### config.mk
export PLATFORM = sky130hd
export DESIGN_NAME = swa_slave
export DESIGN_NICKNAME = d
export VERILOG_FILES = /design/src/logic/swa_pkg.sv /design/src/logic/swa_mem.sv /design/src/logic/swa_slave.sv
export VERILOG_INCLUDE_DIRS = /design/src /design/src/logic
export SDC_FILE = /design/constraint.sdc
export NUM_CORES = 1
export LEC_CHECK = 0
export ABC_AREA = 1
export BUFFER_PORTS_ARGS = -buffer_cell sky130_fd_sc_hd__clkbuf_2
export CORE_ASPECT_RATIO = 1.2
export CORE_MARGIN = 2
export CORE_UTILIZATION = 45
export DETAILED_ROUTE_END_ITERATION = 12
export HOLD_SLACK_MARGIN = 0.05
export PLACE_DENSITY_LB_ADDON = 0.2
export SLEW_MARGIN = 15
export SYNTH_ARGS = -nofsm -noshare
export SYNTH_HDL_FRONTEND = slang
export SYNTH_SLANG_ARGS = --single-unit
### constraint.sdc
create_clock -name clock -period 10.7 [get_ports clock]
set_input_delay 2.675 -clock clock [delete_from_list [all_inputs] [get_ports clock]]
set_output_delay 2.675 -clock clock [all_outputs]
set_load 0.01 [all_outputs]
### src/logic/swa_defs.svh
// Timing, identity and command constants of the single-wire authenticator slave
`ifndef SWA_DEFS_SVH
`define SWA_DEFS_SVH

`define SWA_CLK_MHZ         100
// Times in microseconds
`define SWA_RSTL_STD_US     480
`define SWA_RSTL_OD_US      48
`define SWA_PDH_STD_US      15
`define SWA_PDH_OD_US       2
`define SWA_PDL_STD_US      60
`define SWA_PDL_OD_US       8
`define SWA_RD_HOLD_STD_US  15
`define SWA_RD_HOLD_OD_US   2
`define SWA_WR_SAMP_STD_US  30
`define SWA_WR_SAMP_OD_US   3
// Cycle counts at the 100 MHz clock
`define SWA_RSTL_STD_CYC    (`SWA_RSTL_STD_US * `SWA_CLK_MHZ)
`define SWA_PDL_STD_CYC     (`SWA_PDL_STD_US * `SWA_CLK_MHZ)
`define SWA_RSTL_OD_CYC     (`SWA_RSTL_OD_US * `SWA_CLK_MHZ)
`define SWA_PDH_STD_CYC     (`SWA_PDH_STD_US * `SWA_CLK_MHZ)
`define SWA_PDH_OD_CYC      (`SWA_PDH_OD_US * `SWA_CLK_MHZ)
`define SWA_PDL_OD_CYC      (`SWA_PDL_OD_US * `SWA_CLK_MHZ)
`define SWA_RD_HOLD_STD_CYC (`SWA_RD_HOLD_STD_US * `SWA_CLK_MHZ)
`define SWA_RD_HOLD_OD_CYC  (`SWA_RD_HOLD_OD_US * `SWA_CLK_MHZ)
`define SWA_WR_SAMP_STD_CYC (`SWA_WR_SAMP_STD_US * `SWA_CLK_MHZ)
`define SWA_WR_SAMP_OD_CYC  (`SWA_WR_SAMP_OD_US * `SWA_CLK_MHZ)

// Identity word layout
`define SWA_ID_BITS         64
`define SWA_ID_BODY_BITS    56
`define SWA_CRC_POLY        8'h8c
// Arbitrary identity values
`define SWA_FAMILY_CODE     8'h5a
`define SWA_SERIAL_NUM      48'h0123_4567_89ab

// Network commands
`define SWA_NC_READ_ID      8'h33
`define SWA_NC_MATCH        8'h55
`define SWA_NC_SEARCH       8'hf0
`define SWA_NC_SKIP         8'hcc
`define SWA_NC_RESUME       8'ha5
`define SWA_NC_OD_SKIP      8'h3c
`define SWA_NC_OD_MATCH     8'h69
// Function commands and write status bytes, arbitrary codes
`define SWA_FC_RD_MEM       8'h11
`define SWA_FC_WR_MEM       8'h22
`define SWA_FC_F3           8'h33
`define SWA_FC_F4           8'h44
`define SWA_FC_F5           8'h66
`define SWA_FC_F6           8'h77
`define SWA_WR_PASS         8'haa
`define SWA_WR_FAIL         8'h55

// User memory
`define SWA_MEM_BYTES       24
`define SWA_MEM_BLOCKS      6

`endif

### src/logic/swa_pkg.sv
// Types shared by the authenticator slave and its user memory
package swa_pkg;

  typedef enum logic [3:0] {
    ST_IDLE, ST_PRES, ST_ROM, ST_RD_ID, ST_MATCH, ST_SEARCH, ST_FUNC,
    ST_ADDR, ST_RD_MEM, ST_WR_DATA, ST_WR_ACK, ST_DONE
  } swa_state_t;

  typedef struct packed {
    logic [2:0]  sync;
    logic        line;
    logic        od;
    logic        rc;
    swa_state_t  st;
    logic [63:0] sh;
    logic [6:0]  bcnt;
    logic [1:0]  ph;
    logic        miss;
    logic        slot_act;
    logic [15:0] slot_cnt;
    logic [15:0] low_cnt;
    logic [15:0] pcnt;
    logic [15:0] addr;
    logic [7:0]  fcode;
    logic        fvalid;
    logic [7:0]  lfsr;
    logic [7:0]  id_crc;
    logic [6:0]  ccnt;
    logic        id_ok;
    logic        io_oe;
    logic        wr_en;
    logic [7:0]  stat;
  } swa_core_t;

  typedef struct packed {
    logic [23:0][7:0] mem;
    logic [5:0]       prot;
    logic [7:0]       rd_data;
  } swa_mem_st_t;

endpackage

### src/logic/swa_mem.sv
// One-time-programmable user memory with per-block write protection
`timescale 1ns/1ps
`include "swa_defs.svh"

module swa_mem (
  input  wire logic        clock,
  input  wire logic        rst_n,
  input  wire logic [15:0] rd_addr,
  output logic      [7:0]  rd_data,
  input  wire logic        wr_en,
  input  wire logic [2:0]  wr_blk,
  input  wire logic [31:0] wr_data,
  output logic      [5:0]  prot
);
  import swa_pkg::*;

  swa_mem_st_t r_reg;
  swa_mem_st_t r_next;

  always_comb begin
    r_next = r_reg;
    // Outside user memory reads as blank
    if (rd_addr < 16'(`SWA_MEM_BYTES)) begin
      r_next.rd_data = r_reg.mem[rd_addr[4:0]];
    end else begin
      r_next.rd_data = 8'h00;
    end
    // Whole block written once, then locked; locked blocks stay untouched
    if (wr_en && wr_blk < 3'(`SWA_MEM_BLOCKS) && !r_reg.prot[wr_blk]) begin
      for (int i = 0; i < 4; i++) begin
        r_next.mem[{wr_blk, 2'(i)}] = wr_data[8*i +: 8];
      end
      r_next.prot[wr_blk] = 1'b1;
    end
  end

  // Blank state of unprogrammed cells is all zero
  always_ff @(posedge clock or negedge rst_n) begin
    if (!rst_n) begin
      r_reg <= '0;
    end else begin
      r_reg <= r_next;
    end
  end

  assign rd_data = r_reg.rd_data;
  assign prot    = r_reg.prot;

endmodule

### src/logic/swa_slave.sv
// Single-wire identity, CRC and OTP memory slave
// Notes on behaviour
// - Identity word is family code, 48-bit serial, then CRC byte on top.
// - CRC comes from an 8-bit shift register, polynomial x^8+x^5+x^4+1.
// - CRC register starts at zero, shifts family code then serial, LSB first.
// - Shifting the stored CRC through the register afterwards leaves all zeros.
// - Every serial byte or word moves least significant bit first.
// - Overdrive skip or match switches the device to overdrive timing.
// - After addressing, exactly one of six function commands is decoded.
// - User memory spans addresses 0000h to 0017h.
// - Unprogrammed user memory reads 00h.
// - Programming writes a whole 4-byte block, bits free to 1 or 0.
// - A programmed block is locked against every later programming.
// - Presence low covers min presence delay to delay plus min low time.
// - A low pulse of 480 us or more clears overdrive.
// - Resume flag set by match, search, overdrive match; cleared only when a match or search fails.
`timescale 1ns/1ps
`include "swa_defs.svh"

module swa_slave #(
  parameter logic [15:0] RSTL_STD_CYC = 16'(`SWA_RSTL_STD_CYC),
  parameter logic [15:0] PDL_STD_CYC  = 16'(`SWA_PDL_STD_CYC)
) (
  input  wire logic       clock,
  input  wire logic       resetn,
  input  wire logic       io_in,
  output logic            io_out,
  output logic            io_oe,
  output logic            overdrive_flag,
  output logic            resume_flag,
  output logic            id_valid,
  output logic [7:0]      func_code,
  output logic            func_valid
);
  import swa_pkg::*;

  localparam logic [15:0] RSTL_OD   = 16'(`SWA_RSTL_OD_CYC);
  localparam logic [15:0] PDH_STD   = 16'(`SWA_PDH_STD_CYC);
  localparam logic [15:0] PDH_OD    = 16'(`SWA_PDH_OD_CYC);
  localparam logic [15:0] PDL_OD    = 16'(`SWA_PDL_OD_CYC);
  localparam logic [15:0] HOLD_STD  = 16'(`SWA_RD_HOLD_STD_CYC);
  localparam logic [15:0] HOLD_OD   = 16'(`SWA_RD_HOLD_OD_CYC);
  localparam logic [15:0] SAMP_STD  = 16'(`SWA_WR_SAMP_STD_CYC);
  localparam logic [15:0] SAMP_OD   = 16'(`SWA_WR_SAMP_OD_CYC);

  // ----------------------------------------------------------------
  // Reset release
  // ----------------------------------------------------------------
  logic [1:0] rst_sync_reg;
  logic       rst_n;

  always_ff @(posedge clock or negedge resetn) begin
    if (!resetn) begin
      rst_sync_reg <= 2'b00;
    end else begin
      rst_sync_reg <= {rst_sync_reg[0], 1'b1};
    end
  end
  assign rst_n = rst_sync_reg[1];

  // ----------------------------------------------------------------
  // User memory
  // ----------------------------------------------------------------
  swa_core_t   r_reg;
  swa_core_t   r_next;
  logic [7:0]  mem_rd;
  logic [5:0]  mem_prot;

  swa_mem u_mem (
    .clock   (clock),
    .rst_n   (rst_n),
    .rd_addr (r_reg.addr),
    .rd_data (mem_rd),
    .wr_en   (r_reg.wr_en),
    .wr_blk  (r_reg.addr[4:2]),
    .wr_data (r_reg.sh[63:32]),
    .prot    (mem_prot)
  );

  // ----------------------------------------------------------------
  // Core state machine
  // ----------------------------------------------------------------
  logic [63:0] id_word;
  logic [15:0] t_samp;
  logic [15:0] t_hold;
  logic [15:0] t_pdh;
  logic [15:0] t_pdl;
  logic        fall;
  logic        rise;
  logic        is_tx;
  logic        txb;
  logic        done;
  logic        rxb;
  logic        crc_in;
  logic        crc_fb;
  logic [7:0]  byte_rx;
  logic        id_bit;
  logic        blk_ok;

  assign id_word = {r_reg.id_crc, `SWA_SERIAL_NUM, `SWA_FAMILY_CODE};

  always_comb begin
    r_next   = r_reg;
    r_next.wr_en = 1'b0;
    t_samp   = r_reg.od ? SAMP_OD : SAMP_STD;
    t_hold   = r_reg.od ? HOLD_OD : HOLD_STD;
    t_pdh    = r_reg.od ? PDH_OD : PDH_STD;
    t_pdl    = r_reg.od ? PDL_OD : PDL_STD_CYC;
    done     = 1'b0;
    rxb      = r_reg.line;
    byte_rx  = {r_reg.line, r_reg.sh[63:57]};
    id_bit   = id_word[r_reg.bcnt[5:0]];
    blk_ok   = 1'b0;
    crc_in   = 1'b0;
    crc_fb   = 1'b0;

    // Line sampling: a change counts once the last two stages agree
    r_next.sync = {r_reg.sync[1:0], io_in};
    if (r_reg.sync[2] == r_reg.sync[1]) begin
      r_next.line = r_reg.sync[2];
    end
    fall = r_reg.line && !r_next.line;
    rise = !r_reg.line && r_next.line;

    // Identity CRC built serially after reset, then self-checked
    if (r_reg.ccnt < 7'(`SWA_ID_BITS)) begin
      crc_in = (r_reg.ccnt < 7'(`SWA_ID_BODY_BITS)) ? id_word[r_reg.ccnt[5:0]]
                                                 : r_reg.id_crc[r_reg.ccnt[2:0]];
      crc_fb = r_reg.lfsr[0] ^ crc_in;
      r_next.lfsr = (r_reg.lfsr >> 1) ^ (crc_fb ? `SWA_CRC_POLY : 8'h00);
      r_next.ccnt = r_reg.ccnt + 7'd1;
      if (r_reg.ccnt == 7'(`SWA_ID_BODY_BITS - 1)) begin
        r_next.id_crc = r_next.lfsr;
      end
    end else begin
      r_next.id_ok = (r_reg.lfsr == 8'h00);
    end

    // Low pulse length, saturating
    if (!r_next.line) begin
      r_next.low_cnt = (r_reg.low_cnt == 16'hffff) ? r_reg.low_cnt : r_reg.low_cnt + 16'd1;
    end else begin
      r_next.low_cnt = 16'd0;
    end

    // Bit direction and value of the current slot, LSB first
    is_tx = 1'b0;
    txb   = 1'b1;
    case (r_reg.st)
      ST_RD_ID: begin
        is_tx = 1'b1;
        txb   = id_bit;
      end
      ST_SEARCH: begin
        is_tx = (r_reg.ph != 2'd2);
        txb   = (r_reg.ph == 2'd0) ? id_bit : !id_bit;
      end
      ST_RD_MEM: begin
        is_tx = 1'b1;
        txb   = mem_rd[r_reg.bcnt[2:0]];
      end
      ST_WR_ACK: begin
        is_tx = 1'b1;
        txb   = r_reg.stat[r_reg.bcnt[2:0]];
      end
      default: begin
        is_tx = 1'b0;
        txb   = 1'b1;
      end
    endcase

    // Slot timing from the master's falling edge
    if (r_reg.st != ST_IDLE && r_reg.st != ST_PRES && r_reg.st != ST_DONE) begin
      if (fall && !r_reg.slot_act) begin
        r_next.slot_act = 1'b1;
        r_next.slot_cnt = 16'd0;
        r_next.io_oe    = is_tx && !txb;
      end else if (r_reg.slot_act) begin
        r_next.slot_cnt = r_reg.slot_cnt + 16'd1;
        if (is_tx && r_reg.slot_cnt == t_hold) begin
          r_next.io_oe    = 1'b0;
          r_next.slot_act = 1'b0;
          done            = 1'b1;
        end else if (!is_tx && r_reg.slot_cnt == t_samp) begin
          r_next.slot_act = 1'b0;
          done            = 1'b1;
        end
      end
    end

    if (done) begin
      r_next.sh   = {rxb, r_reg.sh[63:1]};
      r_next.bcnt = r_reg.bcnt + 7'd1;
      case (r_reg.st)
        ST_ROM: begin
          if (r_reg.bcnt == 7'd7) begin
            r_next.bcnt = 7'd0;
            r_next.miss = 1'b0;
            r_next.ph   = 2'd0;
            case (byte_rx)
              `SWA_NC_READ_ID:  r_next.st = ST_RD_ID;
              `SWA_NC_MATCH:    r_next.st = ST_MATCH;
              `SWA_NC_SEARCH:   r_next.st = ST_SEARCH;
              `SWA_NC_SKIP:     r_next.st = ST_FUNC;
              `SWA_NC_RESUME:   r_next.st = r_reg.rc ? ST_FUNC : ST_IDLE;
              `SWA_NC_OD_SKIP: begin
                r_next.od = 1'b1;
                r_next.st = ST_FUNC;
              end
              `SWA_NC_OD_MATCH: begin
                r_next.od = 1'b1;
                r_next.st = ST_MATCH;
              end
              default:          r_next.st = ST_IDLE;
            endcase
          end
        end
        ST_RD_ID: begin
          if (r_reg.bcnt == 7'd63) begin
            r_next.bcnt = 7'd0;
            r_next.st   = ST_FUNC;
          end
        end
        ST_MATCH: begin
          if (rxb != id_bit) begin
            r_next.miss = 1'b1;
          end
          if (r_reg.bcnt == 7'd63) begin
            r_next.bcnt = 7'd0;
            if (r_next.miss) begin
              r_next.rc = 1'b0;
              r_next.st = ST_IDLE;
            end else begin
              r_next.rc = 1'b1;
              r_next.st = ST_FUNC;
            end
          end
        end
        ST_SEARCH: begin
          r_next.bcnt = r_reg.bcnt;
          r_next.ph   = r_reg.ph + 2'd1;
          if (r_reg.ph == 2'd2) begin
            r_next.ph = 2'd0;
            if (rxb != id_bit) begin
              r_next.rc = 1'b0;
              r_next.st = ST_IDLE;
            end else if (r_reg.bcnt == 7'd63) begin
              r_next.bcnt = 7'd0;
              r_next.rc   = 1'b1;
              r_next.st   = ST_FUNC;
            end else begin
              r_next.bcnt = r_reg.bcnt + 7'd1;
            end
          end
        end
        ST_FUNC: begin
          if (r_reg.bcnt == 7'd7) begin
            r_next.bcnt  = 7'd0;
            r_next.fcode = byte_rx;
            r_next.st    = ST_DONE;
            case (byte_rx)
              `SWA_FC_RD_MEM, `SWA_FC_WR_MEM: begin
                r_next.fvalid = 1'b1;
                r_next.st     = ST_ADDR;
              end
              `SWA_FC_F3, `SWA_FC_F4, `SWA_FC_F5, `SWA_FC_F6: r_next.fvalid = 1'b1;
              default: r_next.fvalid = 1'b0;
            endcase
          end
        end
        ST_ADDR: begin
          r_next.addr = {rxb, r_reg.addr[15:1]};
          if (r_reg.bcnt == 7'd15) begin
            r_next.bcnt = 7'd0;
            r_next.st   = (r_reg.fcode == `SWA_FC_RD_MEM) ? ST_RD_MEM : ST_WR_DATA;
          end
        end
        ST_RD_MEM: begin
          if (r_reg.bcnt == 7'd7) begin
            r_next.bcnt = 7'd0;
            r_next.addr = r_reg.addr + 16'd1;
          end
        end
        ST_WR_DATA: begin
          if (r_reg.bcnt == 7'd31) begin
            blk_ok = (r_reg.addr < 16'(`SWA_MEM_BYTES)) && !mem_prot[r_reg.addr[4:2]];
            r_next.bcnt  = 7'd0;
            r_next.wr_en = blk_ok;
            r_next.stat  = blk_ok ? `SWA_WR_PASS : `SWA_WR_FAIL;
            r_next.st    = ST_WR_ACK;
          end
        end
        ST_WR_ACK: begin
          if (r_reg.bcnt == 7'd7) begin
            r_next.bcnt = 7'd0;
            r_next.st   = ST_DONE;
          end
        end
        default: r_next.bcnt = r_reg.bcnt;
      endcase
    end

    // Presence pulse after a reset pulse
    if (r_reg.st == ST_PRES) begin
      r_next.pcnt = r_reg.pcnt + 16'd1;
      if (r_reg.pcnt == t_pdh) begin
        r_next.io_oe = 1'b1;
      end else if (r_reg.pcnt == t_pdh + t_pdl) begin
        r_next.io_oe = 1'b0;
        r_next.st    = ST_ROM;
        r_next.bcnt  = 7'd0;
      end
    end

    // Reset pulse detection wins over everything else
    if (rise && (r_reg.low_cnt >= RSTL_STD_CYC || (r_reg.od && r_reg.low_cnt >= RSTL_OD))) begin
      if (r_reg.low_cnt >= RSTL_STD_CYC) begin
        r_next.od = 1'b0;
      end
      r_next.st       = ST_PRES;
      r_next.pcnt     = 16'd0;
      r_next.slot_act = 1'b0;
      r_next.io_oe    = 1'b0;
      r_next.fvalid   = 1'b0;
      r_next.bcnt     = 7'd0;
    end
  end

  always_ff @(posedge clock or negedge rst_n) begin
    if (!rst_n) begin
      r_reg      <= '0;
      r_reg.sync <= 3'b111;
      r_reg.line <= 1'b1;
      r_reg.st   <= ST_IDLE;
    end else begin
      r_reg <= r_next;
    end
  end

  assign io_out         = 1'b0;
  assign io_oe          = r_reg.io_oe;
  assign overdrive_flag = r_reg.od;
  assign resume_flag    = r_reg.rc;
  assign id_valid       = r_reg.id_ok;
  assign func_code      = r_reg.fcode;
  assign func_valid     = r_reg.fvalid;

endmodule

==> results.cfg <==
[sta]
fmax_mhz = 246.0
final.period_utilization = 0.3799
rsz0062_at_grt = false
finalHoldViolations = 0
slew_violations = 0
clock_skew_ns = 0.02396
layout_min_cycle_time_ns = 4.064
setup_ws_ns = 6.636
setup_viol = 0
max-slew-margin-rel = 0.3617
hold-worst-slack_ns = 0.3493
tightest_slew_ns = 0.9574
fin_tns_setup_ns = 0

[hold_path]
hold_class = flop to flop

[grt]
overflow = 0
track_usage = 0.2256
grt_pass1_wl_um = 77310
first_global_vias = 14736
grt_max_degree = 154
antenna_found_initial = 0

[final_layout]
final_common_cell = nand2_1
nNetsFinal = 2244
n_antenna_cell = 0
largest_reg_flops = 192
drive_gt1_frac = 0.07282
area_growth_pct = 8.198
layout_common_cells = nand2_1, dfrtp_1, o21ai_0

[routing]
wl_per_cell_um = 16.75
drt_iter0_markers = 1150
drt-vias-per-instance = 5.473
finalWirelength_um = 46650
drc = 0
first_pass_iters = 5
detail-route-antenna-nets = 0
num_vias = 15242

[cts]
cts.path.max_buffers = 3
hold_buffers = 0
cts_max_level = 2
post_cts_resized = 0
clk_pin_slew_ns = 0.06
clk_root_buffer_cell = clkbuf_16
clock_sinks = 362
clock_latency_ns = 0.56
cts_tree = yes
cts_setup_buffers = 0
cts_buffers = 39

[job]
cap_violations = 0

[logic_synthesis]
synthXorXnorAreaFrac = 0.01197
yosysWarningCount = 0
synth_mux_area_frac = 0.001094
yosys.area_share.simple = 0.2174
ys_seq_area_frac = 0.4953
synth_edf_count = 0
synthAdderAreaFrac = 0.01299
netlist_instances = 2261
ys_async_sr_fraction = 1.000
synth_ff_type = dfrtp_1
ys_types = 59
synth_area_um2 = 18300
synth_top_family_by_area = simple AND/OR/NAND/NOR gates
synthTopCellsByArea = dfrtp_1, nand2_1, o21ai_0
ys_ff_latch = 362
synth_top_area_cell = dfrtp_1
synth_compound_area_frac = 0.1761
yosysTopAreaCellShare = 0.4896
postSynthAreaPerCell_um2 = 8.093
syn_nets = 2283

[pwr]
powerDensity_nw_per_um2 = 142.3
leakagePower_nw = 8.855
ir_drop_v = 0.0001321
finalPower_w = 0.002818

[floorplanning]
coreArea_um2 = 39940
ios = 17
initial_core_util = 0.4582
die_w_um = 188.1
dieArea_um2 = 42300
rows = 80
die_y_um = 224.9

[placement]
dp_hpwl_um = 30500
port_buffers = 15
gp_congestion = 0.9126
post-place-ws_ns = 7.197

[critical_path]
crit_path_start_kind = flop
crit_buf_inv = 1
worstPathMaxFanout = 11
cp_top_family = flip-flops
arrival_ns = 1.39
crit_slowest_cell = dfrtp_1
cp-end-kind = output pin
cp.required_ns = 8.03
critPathMaxStageDelay_ns = 0.63
path_class = flop to output pin
cp_cell_sequence = clkbuf_2

[status]
status = complete, no violations
path summary, 6_finish.rpt:
check	startpoint	end	slack (ns)	cells past startpoint
worst max-delay path	overdrive_flag$_DFF_PN0_	overdrive_flag	6.64	1
worst min-delay path	rst_sync_reg[0]$_DFF_PN0_	rst_sync_reg[1]$_DFF_PN0_	0.35	0
worst max register to register	r_reg[45]$_DFFE_PN0P_	u_mem.r_reg[161]$_DFFE_PN0P_	7.45	10
worst min register to register	rst_sync_reg[0]$_DFF_PN0_	rst_sync_reg[1]$_DFF_PN0_	0.35	0
max in group asynchronous	resetn	rst_sync_reg[1]$_DFF_PN0_	8.69	1
min in group asynchronous	rst_sync_reg[1]$_DFF_PN0_	u_mem.r_reg[78]$_DFFE_PN0P_	0.43	0
layout make-up:
| cell class | count | area [um2] |
|---|---|---|
| fill | 3830 | 20140 |
| sequential | 362 | 9069 |
| multi-input combinational | 1571 | 7702 |
| clock buffer | 60 | 1155 |
| inverter | 213 | 804.5 |
| tap | 533 | 666.9 |
| timing repair buffer | 35 | 237.7 |
| clock inverter | 11 | 163.9 |
routing by layer:
layer,track usage,part of all wire
met1,0.3017,0.44
met2,0.3829,0.48
met3,0.03114,0.048
met4,0.06680,0.023
met5,0,0
synth_stat cells, types with 23 or more instances:
| cell | instances |
|---|---|
| nand2_1 | 533 |
| dfrtp_1 | 358 |
| o21ai_0 | 216 |
| inv_1 | 191 |
| o21ai_1 | 175 |
| nor2_1 | 171 |
| nand3_1 | 113 |
| a21oi_1 | 97 |
| clkbuf_1 | 43 |
| nor3_1 | 28 |
| buf_4 | 27 |
| buf_6 | 26 |
| nor4_1 | 23 |
metrics by stage:
stage | cell area [um2] | instances | util
global placement | 18470 | 2714 | 0.4625
finish | 19800 | 2785 | 0.4957
global route | 19800 | 2785 | 0.4957
detailed placement | 18470 | 2714 | 0.4625
CTS | 19790 | 2785 | 0.4955
floorplan | 18300 | 2261 | -
cells by family (layout without fill, tap and decap cells):
group	count (synthesis)	after routing
AND/OR/NAND/NOR	933	933
AO/OA/AOI/OAI	590	590
flip-flops	362	362
buffers and inverters	328	319
XOR/XNOR	25	25
adder cells (fa/ha/maj)	19	19
other	2	2
multiplexers	2	2
power breakdown:
group | internal [W] | switching, W
Clock | 0.000824 | 0.000571
Sequential | 0.00137 | 0.00000899
Combinational | 0.00000622 | 0.0000343
Total | 0.00220 | 0.000614
Power figures use the tool's default switching activity.
